$ cat src/pkg/input_router_consts.vh
// Constants for the input function router: function codes, widths and
// power-up assignments. Assumes inclusion by the router design files only.
`ifndef INPUT_ROUTER_CONSTS_VH
`define INPUT_ROUTER_CONSTS_VH

`define TERM_COUNT 8
`define CODE_W 6
`define WR_CODE_W 8
`define FUNC_SPACE 64

`define CODE_NONE 6'h00
`define CODE_CONT_POS 6'h01
`define CODE_CONT_NEG 6'h02
`define CODE_HOME 6'h03
`define CODE_POSITIONING 6'h04
`define CODE_SEQ_POS 6'h05
`define CODE_JOG_POS 6'h06
`define CODE_JOG_NEG 6'h07
`define CODE_DIRECT_FIRST 6'h08
`define CODE_DIRECT_LAST 6'h0D
`define CODE_DE_EXCITE 6'h10
`define CODE_EXC_TOGGLE 6'h11
`define CODE_STOP 6'h12
`define CODE_ALARM_CLEAR 6'h18
`define CODE_POS_PRESET 6'h19
`define CODE_TOOL_RELEASE 6'h1B
`define CODE_GENERAL_FIRST 6'h20
`define CODE_GENERAL_LAST 6'h2F
`define CODE_SELECT_FIRST 6'h30
`define CODE_SELECT_LAST 6'h35

`define RST_ASSIGN_T0 `CODE_HOME
`define RST_ASSIGN_T1 `CODE_POSITIONING
`define RST_ASSIGN_T2 6'h30
`define RST_ASSIGN_T3 6'h31
`define RST_ASSIGN_T4 6'h32
`define RST_ASSIGN_T5 `CODE_DE_EXCITE
`define RST_ASSIGN_T6 `CODE_STOP
`define RST_ASSIGN_T7 `CODE_ALARM_CLEAR
`define RST_POLARITY 8'h00

`endif

$ cat src/rtl/input_sync.v
// Two-stage synchroniser for a group of terminal levels.
// Assumes the levels may change at any time relative to ref_clk.
`timescale 1ns/1ps
module input_sync #(
   parameter WIDTH = 8
) (
   input wire ref_clk,
   input wire rst_n,
   input wire [WIDTH-1:0] asyncIn,
   output reg [WIDTH-1:0] syncOut_r
);

   reg [WIDTH-1:0] stage1_r;

   // The first stage feeds only the second stage, so a metastable value
   // never reaches decoding logic.
   always @(posedge ref_clk) begin
      if (!rst_n) begin
         stage1_r <= {WIDTH{1'b0}};
         syncOut_r <= {WIDTH{1'b0}};
      end else begin
         stage1_r <= asyncIn;
         syncOut_r <= stage1_r;
      end
   end

endmodule

$ cat src/rtl/input_function_router.v
// Routes eight direct input terminals and a network input image onto the
// internal command functions of a stepping-motor driver.
// Assumes configuration writes come from local firmware in the ref_clk domain.
//
// Functional notes
// - Per-terminal assignment number; zero means unused.
// - Terminals 0-3 reset to home, start, select0, select1.
// - Terminals 4-7 reset to select2, de-excite, stop, alarm.
// - Codes 1-5, 8-13 request motion operations.
// - Codes 6 and 7 request jog motion.
// - Code 16 removes excitation, releases brake.
// - Code 17 toggles excited and non-excited states.
// - Code 18 halts the motion in progress.
// - Code 24 clears alarm; 25 presets position.
// - Code 27 lifts tool function restrictions.
// - Codes 32-47 map sixteen general network bits.
// - Codes 48-53 map six data select bits.
// - Duplicate assignments combine as logical OR.
// - Alarm clear and preset act on rising edge.
// - Unassigned tool release stays permanently active.
// - Direct and network tool release combine by AND.
// - Commands come from terminals and network image.
// - Per-terminal polarity; one inverts, reset zero.
`timescale 1ns/1ps
`include "input_router_consts.vh"
module input_function_router #(
   parameter TERMS = `TERM_COUNT
) (
   input wire ref_clk,
   input wire rst_n,
   input wire [TERMS-1:0] inputTerminal,
   input wire [`FUNC_SPACE-1:0] netImage,
   input wire netToolAssigned,
   input wire assignWrEn,
   input wire [2:0] assignWrSel,
   input wire [`WR_CODE_W-1:0] assignWrCode,
   input wire polarityWrEn,
   input wire [2:0] polarityWrSel,
   input wire polarityWrVal,
   input wire [2:0] cfgRdSel,
   output reg [`CODE_W-1:0] assignRdCode_r,
   output reg polarityRd_r,
   output reg assignReject_r,
   output reg [TERMS-1:0] termLevel_r,
   output reg continuousPositiveCmd_r,
   output reg continuousNegativeCmd_r,
   output reg homeCmd_r,
   output reg positioningCmd_r,
   output reg sequentialPositioningCmd_r,
   output reg jogPositiveCmd_r,
   output reg jogNegativeCmd_r,
   output reg [5:0] directPositionCmd_r,
   output reg deExciteCmd_r,
   output reg excitationToggle_r,
   output reg stopCmd_r,
   output reg alarmClear_r,
   output reg positionPreset_r,
   output reg toolRestrictionRelease_r,
   output reg [15:0] generalBit_r,
   output reg [5:0] dataSelectBit_r
);

   // True for every code that the assignment table lists, zero included.
   // Each code is spelt out so that a gap in the table cannot slip in.
   function isValidCode;
      input [`WR_CODE_W-1:0] code;
      begin
         case (code)
            8'h00,
            8'h01,
            8'h02,
            8'h03,
            8'h04,
            8'h05,
            8'h06,
            8'h07,
            8'h08,
            8'h09,
            8'h0A,
            8'h0B,
            8'h0C,
            8'h0D,
            8'h10,
            8'h11,
            8'h12,
            8'h18,
            8'h19,
            8'h1B,
            8'h20,
            8'h21,
            8'h22,
            8'h23,
            8'h24,
            8'h25,
            8'h26,
            8'h27,
            8'h28,
            8'h29,
            8'h2A,
            8'h2B,
            8'h2C,
            8'h2D,
            8'h2E,
            8'h2F,
            8'h30,
            8'h31,
            8'h32,
            8'h33,
            8'h34,
            8'h35: isValidCode = 1'b1;
            default: isValidCode = 1'b0;
         endcase
      end
   endfunction

   // One-cycle pulse on an inactive-to-active transition.
   function risingEdge;
      input level;
      input prevLevel;
      begin
         risingEdge = level & ~prevLevel;
      end
   endfunction

   // Power-up assignment of each terminal.
   function [`CODE_W-1:0] resetCode;
      input integer term;
      begin
         case (term[2:0])
            3'h0: resetCode = `RST_ASSIGN_T0;
            3'h1: resetCode = `RST_ASSIGN_T1;
            3'h2: resetCode = `RST_ASSIGN_T2;
            3'h3: resetCode = `RST_ASSIGN_T3;
            3'h4: resetCode = `RST_ASSIGN_T4;
            3'h5: resetCode = `RST_ASSIGN_T5;
            3'h6: resetCode = `RST_ASSIGN_T6;
            3'h7: resetCode = `RST_ASSIGN_T7;
            default: resetCode = `CODE_NONE;
         endcase
      end
   endfunction

   reg [`CODE_W-1:0] assign_r [0:TERMS-1];
   reg [TERMS-1:0] polarity_r;
   reg alarmPrev_r;
   reg presetPrev_r;
   wire [TERMS-1:0] syncLevel;
   wire [TERMS-1:0] activeLevel;
   reg [`FUNC_SPACE-1:0] funcDirect;
   reg toolAssigned;
   wire [`FUNC_SPACE-1:0] funcMerged;
   reg toolRelease_nxt;
   wire alarmLevel;
   wire presetLevel;
   integer t;
   genvar g;

   input_sync #(
      .WIDTH(TERMS)
   ) termSync (
      .ref_clk(ref_clk),
      .rst_n(rst_n),
      .asyncIn(inputTerminal),
      .syncOut_r(syncLevel)
   );

   // A normally-closed terminal reports active when its contact opens.
   assign activeLevel = syncLevel ^ polarity_r;

   // Assignment table, one entry per terminal.
   generate
      for (g = 0; g < TERMS; g = g + 1) begin : gAssign
         always @(posedge ref_clk) begin
            if (!rst_n) begin
               assign_r[g] <= resetCode(g);
            end else if (assignWrEn && {29'h0, assignWrSel} == g) begin
               // An unlisted code leaves the old entry so a bad write is harmless.
               if (isValidCode(assignWrCode)) begin
                  assign_r[g] <= assignWrCode[`CODE_W-1:0];
               end
            end
         end
      end
   endgenerate

   always @(posedge ref_clk) begin
      if (!rst_n) begin
         polarity_r <= `RST_POLARITY;
      end else if (polarityWrEn) begin
         polarity_r[polarityWrSel] <= polarityWrVal;
      end
   end

   // Reject flag stands one cycle after each refused write.
   always @(posedge ref_clk) begin
      if (!rst_n) begin
         assignReject_r <= 1'b0;
      end else begin
         assignReject_r <= assignWrEn && !isValidCode(assignWrCode);
      end
   end

   // Readback is registered so cfgRdSel may change freely; the value lags one cycle.
   always @(posedge ref_clk) begin
      if (!rst_n) begin
         assignRdCode_r <= `CODE_NONE;
      end else begin
         assignRdCode_r <= assign_r[cfgRdSel];
      end
   end

   always @(posedge ref_clk) begin
      if (!rst_n) begin
         polarityRd_r <= 1'b0;
      end else begin
         polarityRd_r <= polarity_r[cfgRdSel];
      end
   end

   always @(posedge ref_clk) begin
      if (!rst_n) begin
         termLevel_r <= {TERMS{1'b0}};
      end else begin
         termLevel_r <= activeLevel;
      end
   end

   // Build the direct function image. Several terminals on one code simply
   // OR together; code zero is discarded so unused terminals drive nothing.
   always @* begin
      funcDirect = {`FUNC_SPACE{1'b0}};
      toolAssigned = 1'b0;
      for (t = 0; t < TERMS; t = t + 1) begin
         if (activeLevel[t]) begin
            funcDirect[assign_r[t]] = 1'b1;
         end
         if (assign_r[t] == `CODE_TOOL_RELEASE) begin
            toolAssigned = 1'b1;
         end
      end
      funcDirect[`CODE_NONE] = 1'b0;
   end

   // Both sources feed every function; only tool release is combined
   // differently below.
   assign funcMerged = funcDirect | netImage;

   // Tool release defaults on so that the setting tools keep working when
   // nobody wires the terminal; with two sources both must agree.
   always @* begin
      if (!toolAssigned) begin
         toolRelease_nxt = 1'b1;
      end else if (netToolAssigned) begin
         toolRelease_nxt = funcDirect[`CODE_TOOL_RELEASE] & netImage[`CODE_TOOL_RELEASE];
      end else begin
         toolRelease_nxt = funcDirect[`CODE_TOOL_RELEASE];
      end
   end

   assign alarmLevel = funcMerged[`CODE_ALARM_CLEAR];
   assign presetLevel = funcMerged[`CODE_POS_PRESET];

   // Alarm clear and preset are edge actions; a held level would otherwise
   // keep clearing alarms or re-zeroing the counter every cycle.
   always @(posedge ref_clk) begin
      if (!rst_n) begin
         alarmPrev_r <= 1'b0;
         presetPrev_r <= 1'b0;
         alarmClear_r <= 1'b0;
         positionPreset_r <= 1'b0;
      end else begin
         alarmPrev_r <= alarmLevel;
         presetPrev_r <= presetLevel;
         alarmClear_r <= risingEdge(alarmLevel, alarmPrev_r);
         positionPreset_r <= risingEdge(presetLevel, presetPrev_r);
      end
   end

   // Motion requests follow their merged level.
   always @(posedge ref_clk) begin
      if (!rst_n) begin
         continuousPositiveCmd_r <= 1'b0;
         continuousNegativeCmd_r <= 1'b0;
         homeCmd_r <= 1'b0;
         positioningCmd_r <= 1'b0;
         sequentialPositioningCmd_r <= 1'b0;
         jogPositiveCmd_r <= 1'b0;
         jogNegativeCmd_r <= 1'b0;
         directPositionCmd_r <= 6'h00;
      end else begin
         continuousPositiveCmd_r <= funcMerged[`CODE_CONT_POS];
         continuousNegativeCmd_r <= funcMerged[`CODE_CONT_NEG];
         homeCmd_r <= funcMerged[`CODE_HOME];
         positioningCmd_r <= funcMerged[`CODE_POSITIONING];
         sequentialPositioningCmd_r <= funcMerged[`CODE_SEQ_POS];
         jogPositiveCmd_r <= funcMerged[`CODE_JOG_POS];
         jogNegativeCmd_r <= funcMerged[`CODE_JOG_NEG];
         directPositionCmd_r <= funcMerged[`CODE_DIRECT_LAST:`CODE_DIRECT_FIRST];
      end
   end

   // Excitation, stop and tool release. Tool release resets high so the
   // setting tools are usable straight after power-up.
   always @(posedge ref_clk) begin
      if (!rst_n) begin
         deExciteCmd_r <= 1'b0;
         excitationToggle_r <= 1'b0;
         stopCmd_r <= 1'b0;
         toolRestrictionRelease_r <= 1'b1;
      end else begin
         deExciteCmd_r <= funcMerged[`CODE_DE_EXCITE];
         excitationToggle_r <= funcMerged[`CODE_EXC_TOGGLE];
         stopCmd_r <= funcMerged[`CODE_STOP];
         toolRestrictionRelease_r <= toolRelease_nxt;
      end
   end

   // General bits and data selection; terminals may feed them as well as the
   // network image.
   always @(posedge ref_clk) begin
      if (!rst_n) begin
         generalBit_r <= 16'h0000;
         dataSelectBit_r <= 6'h00;
      end else begin
         generalBit_r <= funcMerged[`CODE_GENERAL_LAST:`CODE_GENERAL_FIRST];
         dataSelectBit_r <= funcMerged[`CODE_SELECT_LAST:`CODE_SELECT_FIRST];
      end
   end

endmodule

$ cat config.mk
export PLATFORM = sky130hd
export DESIGN_NAME = input_function_router
export DESIGN_NICKNAME = d
export VERILOG_FILES = /design/src/rtl/input_sync.v /design/src/rtl/input_function_router.v
export VERILOG_INCLUDE_DIRS = /design/src /design/src/pkg
export SDC_FILE = /design/constraint.sdc
export NUM_CORES = 1
export LEC_CHECK = 0
export BUFFER_PORTS_ARGS = -buffer_cell sky130_fd_sc_hd__buf_2
export CORE_MARGIN = 2
export CORE_UTILIZATION = 40
export CTS_BUF_LIST = sky130_fd_sc_hd__clkbuf_4
export CTS_CLUSTER_SIZE = 10
export DETAILED_ROUTE_END_ITERATION = 16
export PLACE_DENSITY = 0.62
export SYNTH_ARGS = -nofsm -noshare
export SYNTH_HDL_FRONTEND = slang
export SYNTH_HIERARCHICAL = 1
export SYNTH_SLANG_ARGS = --single-unit
$ cat constraint.sdc
create_clock -name ref_clk -period 4.7 [get_ports ref_clk]
set_input_delay 0 -clock ref_clk [delete_from_list [all_inputs] [get_ports ref_clk]]
set_output_delay 0 -clock ref_clk [all_outputs]
set_load 0.05 [all_outputs]
---- Word level (Yosys, flattened, before mapping) ----
Memories as Yosys holds them, arrays and structs flattened. A register that Yosys moved wholly into a read port is not among the register bits.
Index checks and enable logic that the tools add are counted.
storage, ports and cells
  latch bits .............................. 0
  memories ................................ 10
  ROM bits ................................ 576
  memory bits (writable) .................. 48
  input bits .............................. 95
  register bits ........................... 77
  logic and storage cells ................. 218
cells by class
  equal/unequal tests ..................... 15
  add/subtract/negate cells ............... 0
  order comparisons ....................... 19
  bitwise logic cells ..................... 22
  reductions and logical operators ........ 23
  multipliers ............................. 0
  shift operators ......................... 0
  div/mod/pow operators ................... 0
  mux-type cells .......................... 105
memories
  memory           words  width  rd ports  clocked after memory_dff  write ports  line                        text
  (no name shown)  64     1      1         0                         0            input_function_router.v:68  case (code)
  (no name shown)  64     1      1         0                         0            input_function_router.v:68
  (no name shown)  64     1      1         0                         0            input_function_router.v:68
  (no name shown)  64     1      1         0                         0            input_function_router.v:68
  (no name shown)  64     1      1         0                         0            input_function_router.v:68
  (no name shown)  64     1      1         0                         0            input_function_router.v:68
  +4 memories      -      -      -         -                         -            -
operators with widths
  cell                  count
  $mux W54              8
  $or A54 B54 Y54       8
  $mux W1               78
  $lt A6 B7 Y1 const B  8
  $demux W1 S6          8
  $eq A6 B5 Y1 const B  8
  $ge A6 B1 Y1 const B  8
  $mux W6               8
  $logic_and A1 B1 Y1   18
  $eq A3 B3 Y1 const B  4
  $bwmux W8             1
  $lt A3 B4 Y1 const B  2
  $or A1 B1 Y1          8
  $xor A8 B8 Y8         1
  $eq A3 B2 Y1 const B  2
  $and A1 B1 Y1         3
  $bmux W1 S3           1
  $demux W1 S3          1
  $eq A3 B1 Y1 const B  1
  $ge A3 B1 Y1 const B  1
  $logic_not A3 Y1      1
  $logic_not A1 Y1      2
  $logic_not A2 Y1      1
  $not A1 Y1            2
  $reduce_and A2 Y1     1

---- Logic depth before layout (Yosys ltp) ----
Gate-level depths: netlist of the first run.
An unclocked memory read counts as a cell.
  word-level depth ........................ 22
  mapped depth ............................ 7
  depth with buffers taken out ............ 5

---- Modules after synthesis ----
The synthesis of the first run kept the hierarchy.
by module, submodules not included
  module                 seq. area each (um^2)  times used  area each (um^2)  cells each
  input_function_router  2782.7                 1           7853.8            919
  input_sync             320.3                  1           446.7             33

---- Least setup slack after synthesis of the first run ----
OpenSTA, ideal clock, no wires.
  path kind ............................... input to register
  start ................................... input assignWrCode[2]
  end ..................................... memory assign_r[0][0] (netlist bit), enable pin
  data arrival time ....................... 1600 ps
  library setup time ...................... 389 ps
  slack ................................... 2712 ps
  buffers on the path ..................... 1
  stages on the path ...................... 6
  required time ........................... 4311 ps
  path through ............................ or2b_1 nand2_2 a211oi_4 nand3_2 buf_2 o41ai_1
RTL lines
  element          line                         text
  start, declared  input_function_router.v:36   input wire [`WR_CODE_W-1:0] assignWrCode,
  end, declared    input_function_router.v:143  reg [`CODE_W-1:0] assign_r [0:TERMS-1];

==> flow_metrics.env, run 1 <==
export IMPL_netSwitchingPower_mw=1.09
export IMPL_dp_cells=1288
export IMPL_ys_top_cells_by_area="dfxtp_1, edfxtp_1, nor2_1"
export IMPL_htree_levels=4
export IMPL_synth_seq_cells=131
export IMPL_nets=1208
export IMPL_maxCapViolCount=0
export IMPL_power_total_mw=2.82
export IMPL_synth_largest_area_cell="dfxtp_1"
export IMPL_drive_above_1_share_pct=19.4
export IMPL_fin_cells=1397
export IMPL_p_int_mw=1.73
export IMPL_grt_max_degree=59
export IMPL_grt_total_usage_pct=42.6
export IMPL_min_path_type="input port to register"
export IMPL_post_cts_resized=0
export IMPL_antenna_found_initial=4
export IMPL_die_area_um2=21900
export IMPL_arrival_ns=3.55
export IMPL_cts_hold_buf=76
export IMPL_start_util_pct=40.9
export IMPL_synth_area_per_cell_um2=8.72
export IMPL_switching_share_pct=38.8
export IMPL_wl_per_cell_um=33.8
export IMPL_finalClockSkew_ns=0.0358
export IMPL_rsz0062_at_grt="false"
export IMPL_crit_type="register to register"
export IMPL_p_clk_share_pct=31.0
export IMPL_finalCritPeriodShare_pct=64.8
export IMPL_post_cts_buffers=0
export IMPL_tns_ns=0
export IMPL_hold_viol=0
export IMPL_drcViolationCount=0
export IMPL_drtIter0Drc=1435
export IMPL_fmax_mhz=328
export IMPL_vias=9693
export IMPL_cts_tree="built"
export IMPL_setup_violations=0
export IMPL_path_max_fanout=7
export IMPL_fin_crit_ns=3.05
export IMPL_grt_pass1_wl_um=66000
export IMPL_p_per_area_nw_per_um2=278
export IMPL_cts_sinks=131
export IMPL_slew_limit_headroom_pct=7.48
export IMPL_synth_edff_count=48
export IMPL_via_per_inst=6.94
export IMPL_place_congestion=1.06
export IMPL_clk_latency_ns=0.62
export IMPL_seq_area_frac_synth_pct=37.4
export IMPL_final_core_util_pct=50.0
export IMPL_tightestPinTransition_ns=1.38
export IMPL_p_comb_share_pct=20.8
export IMPL_ir_drop_mv=0.217
export IMPL_syn_num_nets=1047
export IMPL_drv_slew=0
export IMPL_io_pins=152
export IMPL_cts_max_path_buffers=2
export IMPL_p_leak_nw=3.50
export IMPL_die_x_um=148
export IMPL_async_flop_share_pct=0
export IMPL_synth_cell_types=72
export IMPL_drt_total_wl_um=47300
export IMPL_hpwl_um=33400
export IMPL_netlist_instances=952
export IMPL_first_pass_iters=5
export IMPL_root_buffer="clkbuf_4"
export IMPL_most_common_layout_cells="buf_2, nor2_1, dfxtp_1"
export IMPL_grt_remaining_overflow=0
export IMPL_synth_area_um2=8300
export IMPL_ys_warn_count=6
export IMPL_core_area_um2=20300
export IMPL_status="completed"
export IMPL_die_y_um=148
export IMPL_final_antenna_net_count=0
export IMPL_start_kind="register"
export IMPL_crit_required_ns=5.21
export IMPL_pwr_share_seq_pct=48.2
export IMPL_syn2layout_area_growth_pct=22.3
export IMPL_io_buffer_count=128
export IMPL_rows=52
export IMPL_synth_top_flop_cell="dfxtp_1"
export IMPL_clk_pin_slew_ns=0.15
export IMPL_synth_top_area_share_pct=20.0
export IMPL_grt_pass1_vias=9275
export IMPL_layout_commonest_cell="buf_2"
export IMPL_cts_buffers=17
export IMPL_end_kind="register"
-- state kept, by name, summed over array words and instances, names as in the netlist, 6 cells and up --
signal / cells
termSync/stage1_r: 8
termSync/syncOut_r: 8
assignRdCode_r: 6
directPositionCmd_r: 6
dataSelectBit_r: 6
generalBit_r: 16
termLevel_r: 8
assign_r: 48
polarity_r: 8
-- layout make-up --
cell class / count / area [um^2]
Clock buffer: 17 / 128
Sequential cell: 131 / 3100
Timing Repair Buffer: 215 / 1480
Clock inverter: 15 / 185
Antenna cell: 1 / 2.50
Multi-Input combinational cell: 741 / 4880
Tap cell: 270 / 338
Inverter: 7 / 26.3
Fill cell: 2001 / 10200
-- synthesized netlist by cell type, types with 5 or more instances --
cell and count:
a21oi_1 12, a221oi_1 11, a22oi_1 5, a311oi_1 7, a31oi_1 16, a32oi_1 11
a41oi_1 8, and2_1 17, and2_2 12, and3_1 6, buf_1 7, buf_2 8
clkbuf_1 56, dfxtp_1 83, edfxtp_1 48, inv_1 7, mux2i_1 15, mux4_2 14
nand2_1 80, nand2b_1 18, nand3_1 57, nand3b_1 15, nand4_1 31, nand4b_1 8
nor2_1 89, nor2b_1 34, nor3_1 59, nor3b_1 10, nor4_1 11, o2111ai_1 6
o211ai_1 7, o21ai_0 18, o221ai_1 15, o22ai_1 36, o31a_1 18, o41a_1 8
or3_1 16, or4_1 5, xor2_1 6
-- metrics by stage --
step           hold slack, ns  area (um^2)  setup slack [ns]
2_1_floorplan           0.136         8300              2.71
3_3_place_gp            0.221         9070              2.05
3_5_place_dp            0.225         9070              2.08
4_1_cts               0.00779        10100              1.79
5_1_grt                0.0459        10100              1.59
6_report               0.0232        10100              1.65
-- worst max-delay path: stages, from the launching register on --
cell and delay (ns):
edfxtp_1 0.65, nor2b_1 0.48, nor3b_1 1.15, a221oi_1 0.34, a41oi_1 0.33
-- routing by layer --
layer / wire [um] / track usage (%) / share of wire (%) / vias to the layer above
li1: - / - / - / 3994
met1: 17500 / 52.4 / 37 / 4571
met2: 20300 / 64.5 / 43 / 870
met3: 5700 / 13.6 / 12 / 256
met4: 3720 / 27.6 / 7.9 / 2
met5: 19 / 0 / 0.040 / -
-- power by group through the flow --
stage / sequential [mW] / clock [mW] / combinational [mW]
floorplan: 1.39 / 0 / 0.267
global placement: 1.37 / 0 / 0.522
finish: 1.36 / 0.874 / 0.587
detailed placement: 1.37 / 0 / 0.518
global route: 1.36 / 0.920 / 0.606
CTS: 1.35 / 0.878 / 0.565
-- worst paths after layout --
kind,start,to,slack (ns),cells after the start
max,assign_r[2][1],stopCmd_r,1.65,4
min,assignWrCode[7],assign_r[3][4],0.02,4
min reg2reg,presetPrev_r,positionPreset_r,0.38,1
max reg2reg,assign_r[2][1],stopCmd_r,1.65,4
-- cells by family (layout without fill, tap and decap cells) --
kind of cell,count (synthesis),count (layout),share of synthesized area (%)
flip-flops,131,131,37.4
other,0,1,0
XOR/XNOR,15,15,2.03
multiplexers,29,29,5.61
buffers and inverters,80,254,3.92
AND/OR/NAND/NOR,498,498,32.8
AO/OA/AOI/OAI,199,199,18.2
Power figures use the tool's default switching activity.
==> run 2: changes to the inputs <==
--- a/config.mk
+++ b/config.mk
@@ -12,7 +12,7 @@
 export CTS_BUF_LIST = sky130_fd_sc_hd__clkbuf_4
 export CTS_CLUSTER_SIZE = 10
 export DETAILED_ROUTE_END_ITERATION = 16
-export PLACE_DENSITY = 0.62
+export PLACE_DENSITY = 0.64
 export SYNTH_ARGS = -nofsm -noshare
 export SYNTH_HDL_FRONTEND = slang
 export SYNTH_HIERARCHICAL = 1
==> constraint.sdc (replaced) <==
create_clock -name ref_clk -period 2.8 [get_ports ref_clk]
set_input_delay 0 -clock ref_clk [delete_from_list [all_inputs] [get_ports ref_clk]]
set_output_delay 0 -clock ref_clk [all_outputs]
set_load 0.05 [all_outputs]
==> flow_metrics.env, run 2 (same netlist as run 1, synthesis figures left out) <==
export IMPL_regMostFlops="assign_r"
export IMPL_grt_remaining_overflow=0
export IMPL_multi_input_area_um2=4880
export IMPL_path_max_fanout=9
export IMPL_die_x_um=148
export IMPL_die_y_um=148
export IMPL_p_per_area_nw_per_um2=444
export IMPL_hold_end="excitationToggle_r"
export IMPL_drcViolationCount=0
export IMPL_hpwl_um=34600
export IMPL_rsz0062_at_grt="false"
export IMPL_p_leak_nw=3.83
export IMPL_finalClockSkew_ns=0.0456
export IMPL_cts_max_path_buffers=2
export IMPL_layout_commonest_cell="buf_2"
export IMPL_grt_total_usage_pct=41.9
export IMPL_core_area_um2=20300
export IMPL_setup_violations=0
export IMPL_io_buffer_count=128
export IMPL_cts_buffers=17
export IMPL_antenna_found_initial=2
export IMPL_dp_cells=1347
export IMPL_die_area_um2=21900
export IMPL_arrival_ns=3.27
export IMPL_grt_pass1_vias=9560
export IMPL_finalCritPeriodShare_pct=98.4
export IMPL_root_buffer="clkbuf_4"
export IMPL_fmax_mhz=363
export IMPL_drtIter0Drc=1454
export IMPL_most_common_layout_cells="buf_2, nor2_1, dfxtp_1"
export IMPL_grt_max_degree=41
export IMPL_reg2reg_to="toolRestrictionRelease_r"
export IMPL_holdCritStartpoint="netImage[17]"
export IMPL_start_util_pct=40.9
export IMPL_fillers=1979
export IMPL_fin_cells=1462
export IMPL_htree_levels=4
export IMPL_place_congestion=1.05
export IMPL_crit_type="register to register"
export IMPL_grt_pass1_wl_um=65700
export IMPL_cts_tree="built"
export IMPL_status="completed"
export IMPL_hold_viol=0
export IMPL_io_pins=152
export IMPL_drive_above_1_share_pct=23.3
export IMPL_end_kind="register"
export IMPL_cts_sinks=131
export IMPL_fin_crit_ns=2.75
export IMPL_tns_ns=0
export IMPL_rows=52
export IMPL_reg2reg_depth=6
export IMPL_syn2layout_area_growth_pct=28.2
export IMPL_start_kind="register"
export IMPL_via_per_inst=6.69
export IMPL_r2r_setup_slack_ns=0.05
export IMPL_clk_pin_slew_ns=0.18
export IMPL_regArea_um2=3100
export IMPL_wl_per_cell_um=31.7
export IMPL_maxCapViolCount=0
export IMPL_post_cts_buffers=0
export IMPL_r2r_start="polarity_r[5]"
export IMPL_drt_total_wl_um=46300
export IMPL_vias=9775
export IMPL_nets=1273
export IMPL_clk_latency_ns=0.59
export IMPL_holdPathStages=4
export IMPL_slew_limit_headroom_pct=36.3
export IMPL_largestRegisters="assign_r: 48 flops, generalBit_r: 16 flops"
export IMPL_ir_drop_mv=0.331
export IMPL_largest_register_ffs=48
export IMPL_tightestPinTransition_ns=0.953
export IMPL_first_pass_iters=6
export IMPL_final_antenna_net_count=0
export IMPL_min_path_type="input port to register"
export IMPL_drv_slew=0
export IMPL_crit_required_ns=3.32
==> run 2: changes by cell type in the layout (fill, tap and decap cells not counted), sizes merged <==
| cell | before | now |
|---|---|---|
| clkinv | 5 | 7 |
| buf | 139 | 198 |
| dlygate4sd3 | 76 | 82 |
| bufinv | 1 | 0 |
| inv | 16 | 15 |
==> run 2: area by class of cell <==
class / instances / area share, %
antenna: 1 / 0.0235
clock buffer: 17 / 1.20
multi-input combinational: 741 / 45.8
sequential: 131 / 29.1
clock inverter: 15 / 1.73
inverter: 7 / 0.247
timing repair buffer: 280 / 18.7
tap: 270 / 3.17
==> run 2: worst max-delay path by stage <==
| stage | start | endpoint | cells after the start |
|---|---|---|---|
| 2_1_floorplan | assignWrCode[2] | assign_r[0][0] | 6 |
| 3_3_place_gp | assign_r[4][4] | positionPreset_r | 5 |
| 3_5_place_dp | assign_r[4][4] | positionPreset_r | 5 |
| 4_1_cts | polarity_r[5] | toolRestrictionRelease_r | 6 |
| 5_1_grt | polarity_r[5] | toolRestrictionRelease_r | 6 |
| 6_report | polarity_r[5] | toolRestrictionRelease_r | 6 |
==> run 2: what timing repair did <==
item,in CTS,in global routing
hold buffers,82,0
resized for setup,0,0
hold endpoints to repair,106,0
==> run 2: metrics by stage <==
step	setup WS [ns]	hold WS, ns	instance area [um^2]	power [mW]	util, %
after floorplan	0.812	0.136	8300	2.78	-
after global placement	0.570	0.220	9510	3.23	46.9
after detailed placement	0.550	0.224	9510	3.22	46.9
after CTS	0.184	0.00613	10600	4.68	52.4
after global routing	0.00862	0.00695	10600	4.83	52.4
final	0.0450	0.0116	10600	4.72	52.4
==> run 2: routing by layer <==
| layer | vias to the layer above | GRT usage (%) | wire (um) |
|---|---|---|---|
| li1 | 4128 | - | - |
| met1 | 4628 | 52.5 | 17500 |
| met2 | 806 | 63.7 | 19900 |
| met3 | 213 | 12.5 | 5500 |
| met4 | 0 | 25.6 | 3470 |
| met5 | - | 0 | 0 |
==> run 2: worst max-delay path: stages, from the launching register on <==
cell and delay, ns:
dfxtp_1 0.48, xor2_2 0.41, nand3_1 0.58, o221ai_1 0.39
nor4_1 0.07, o221ai_1 0.18, dlygate4sd3_1 0.56
==> run 2: power breakdown <==
part / internal, mW / switching (mW) / leakage, nW
registers: 2.07 / 0.170 / 1.15
clock network: 0.427 / 0.976 / 0.166
logic: 0.375 / 0.699 / 2.51
total: 2.88 / 1.84 / 3.83
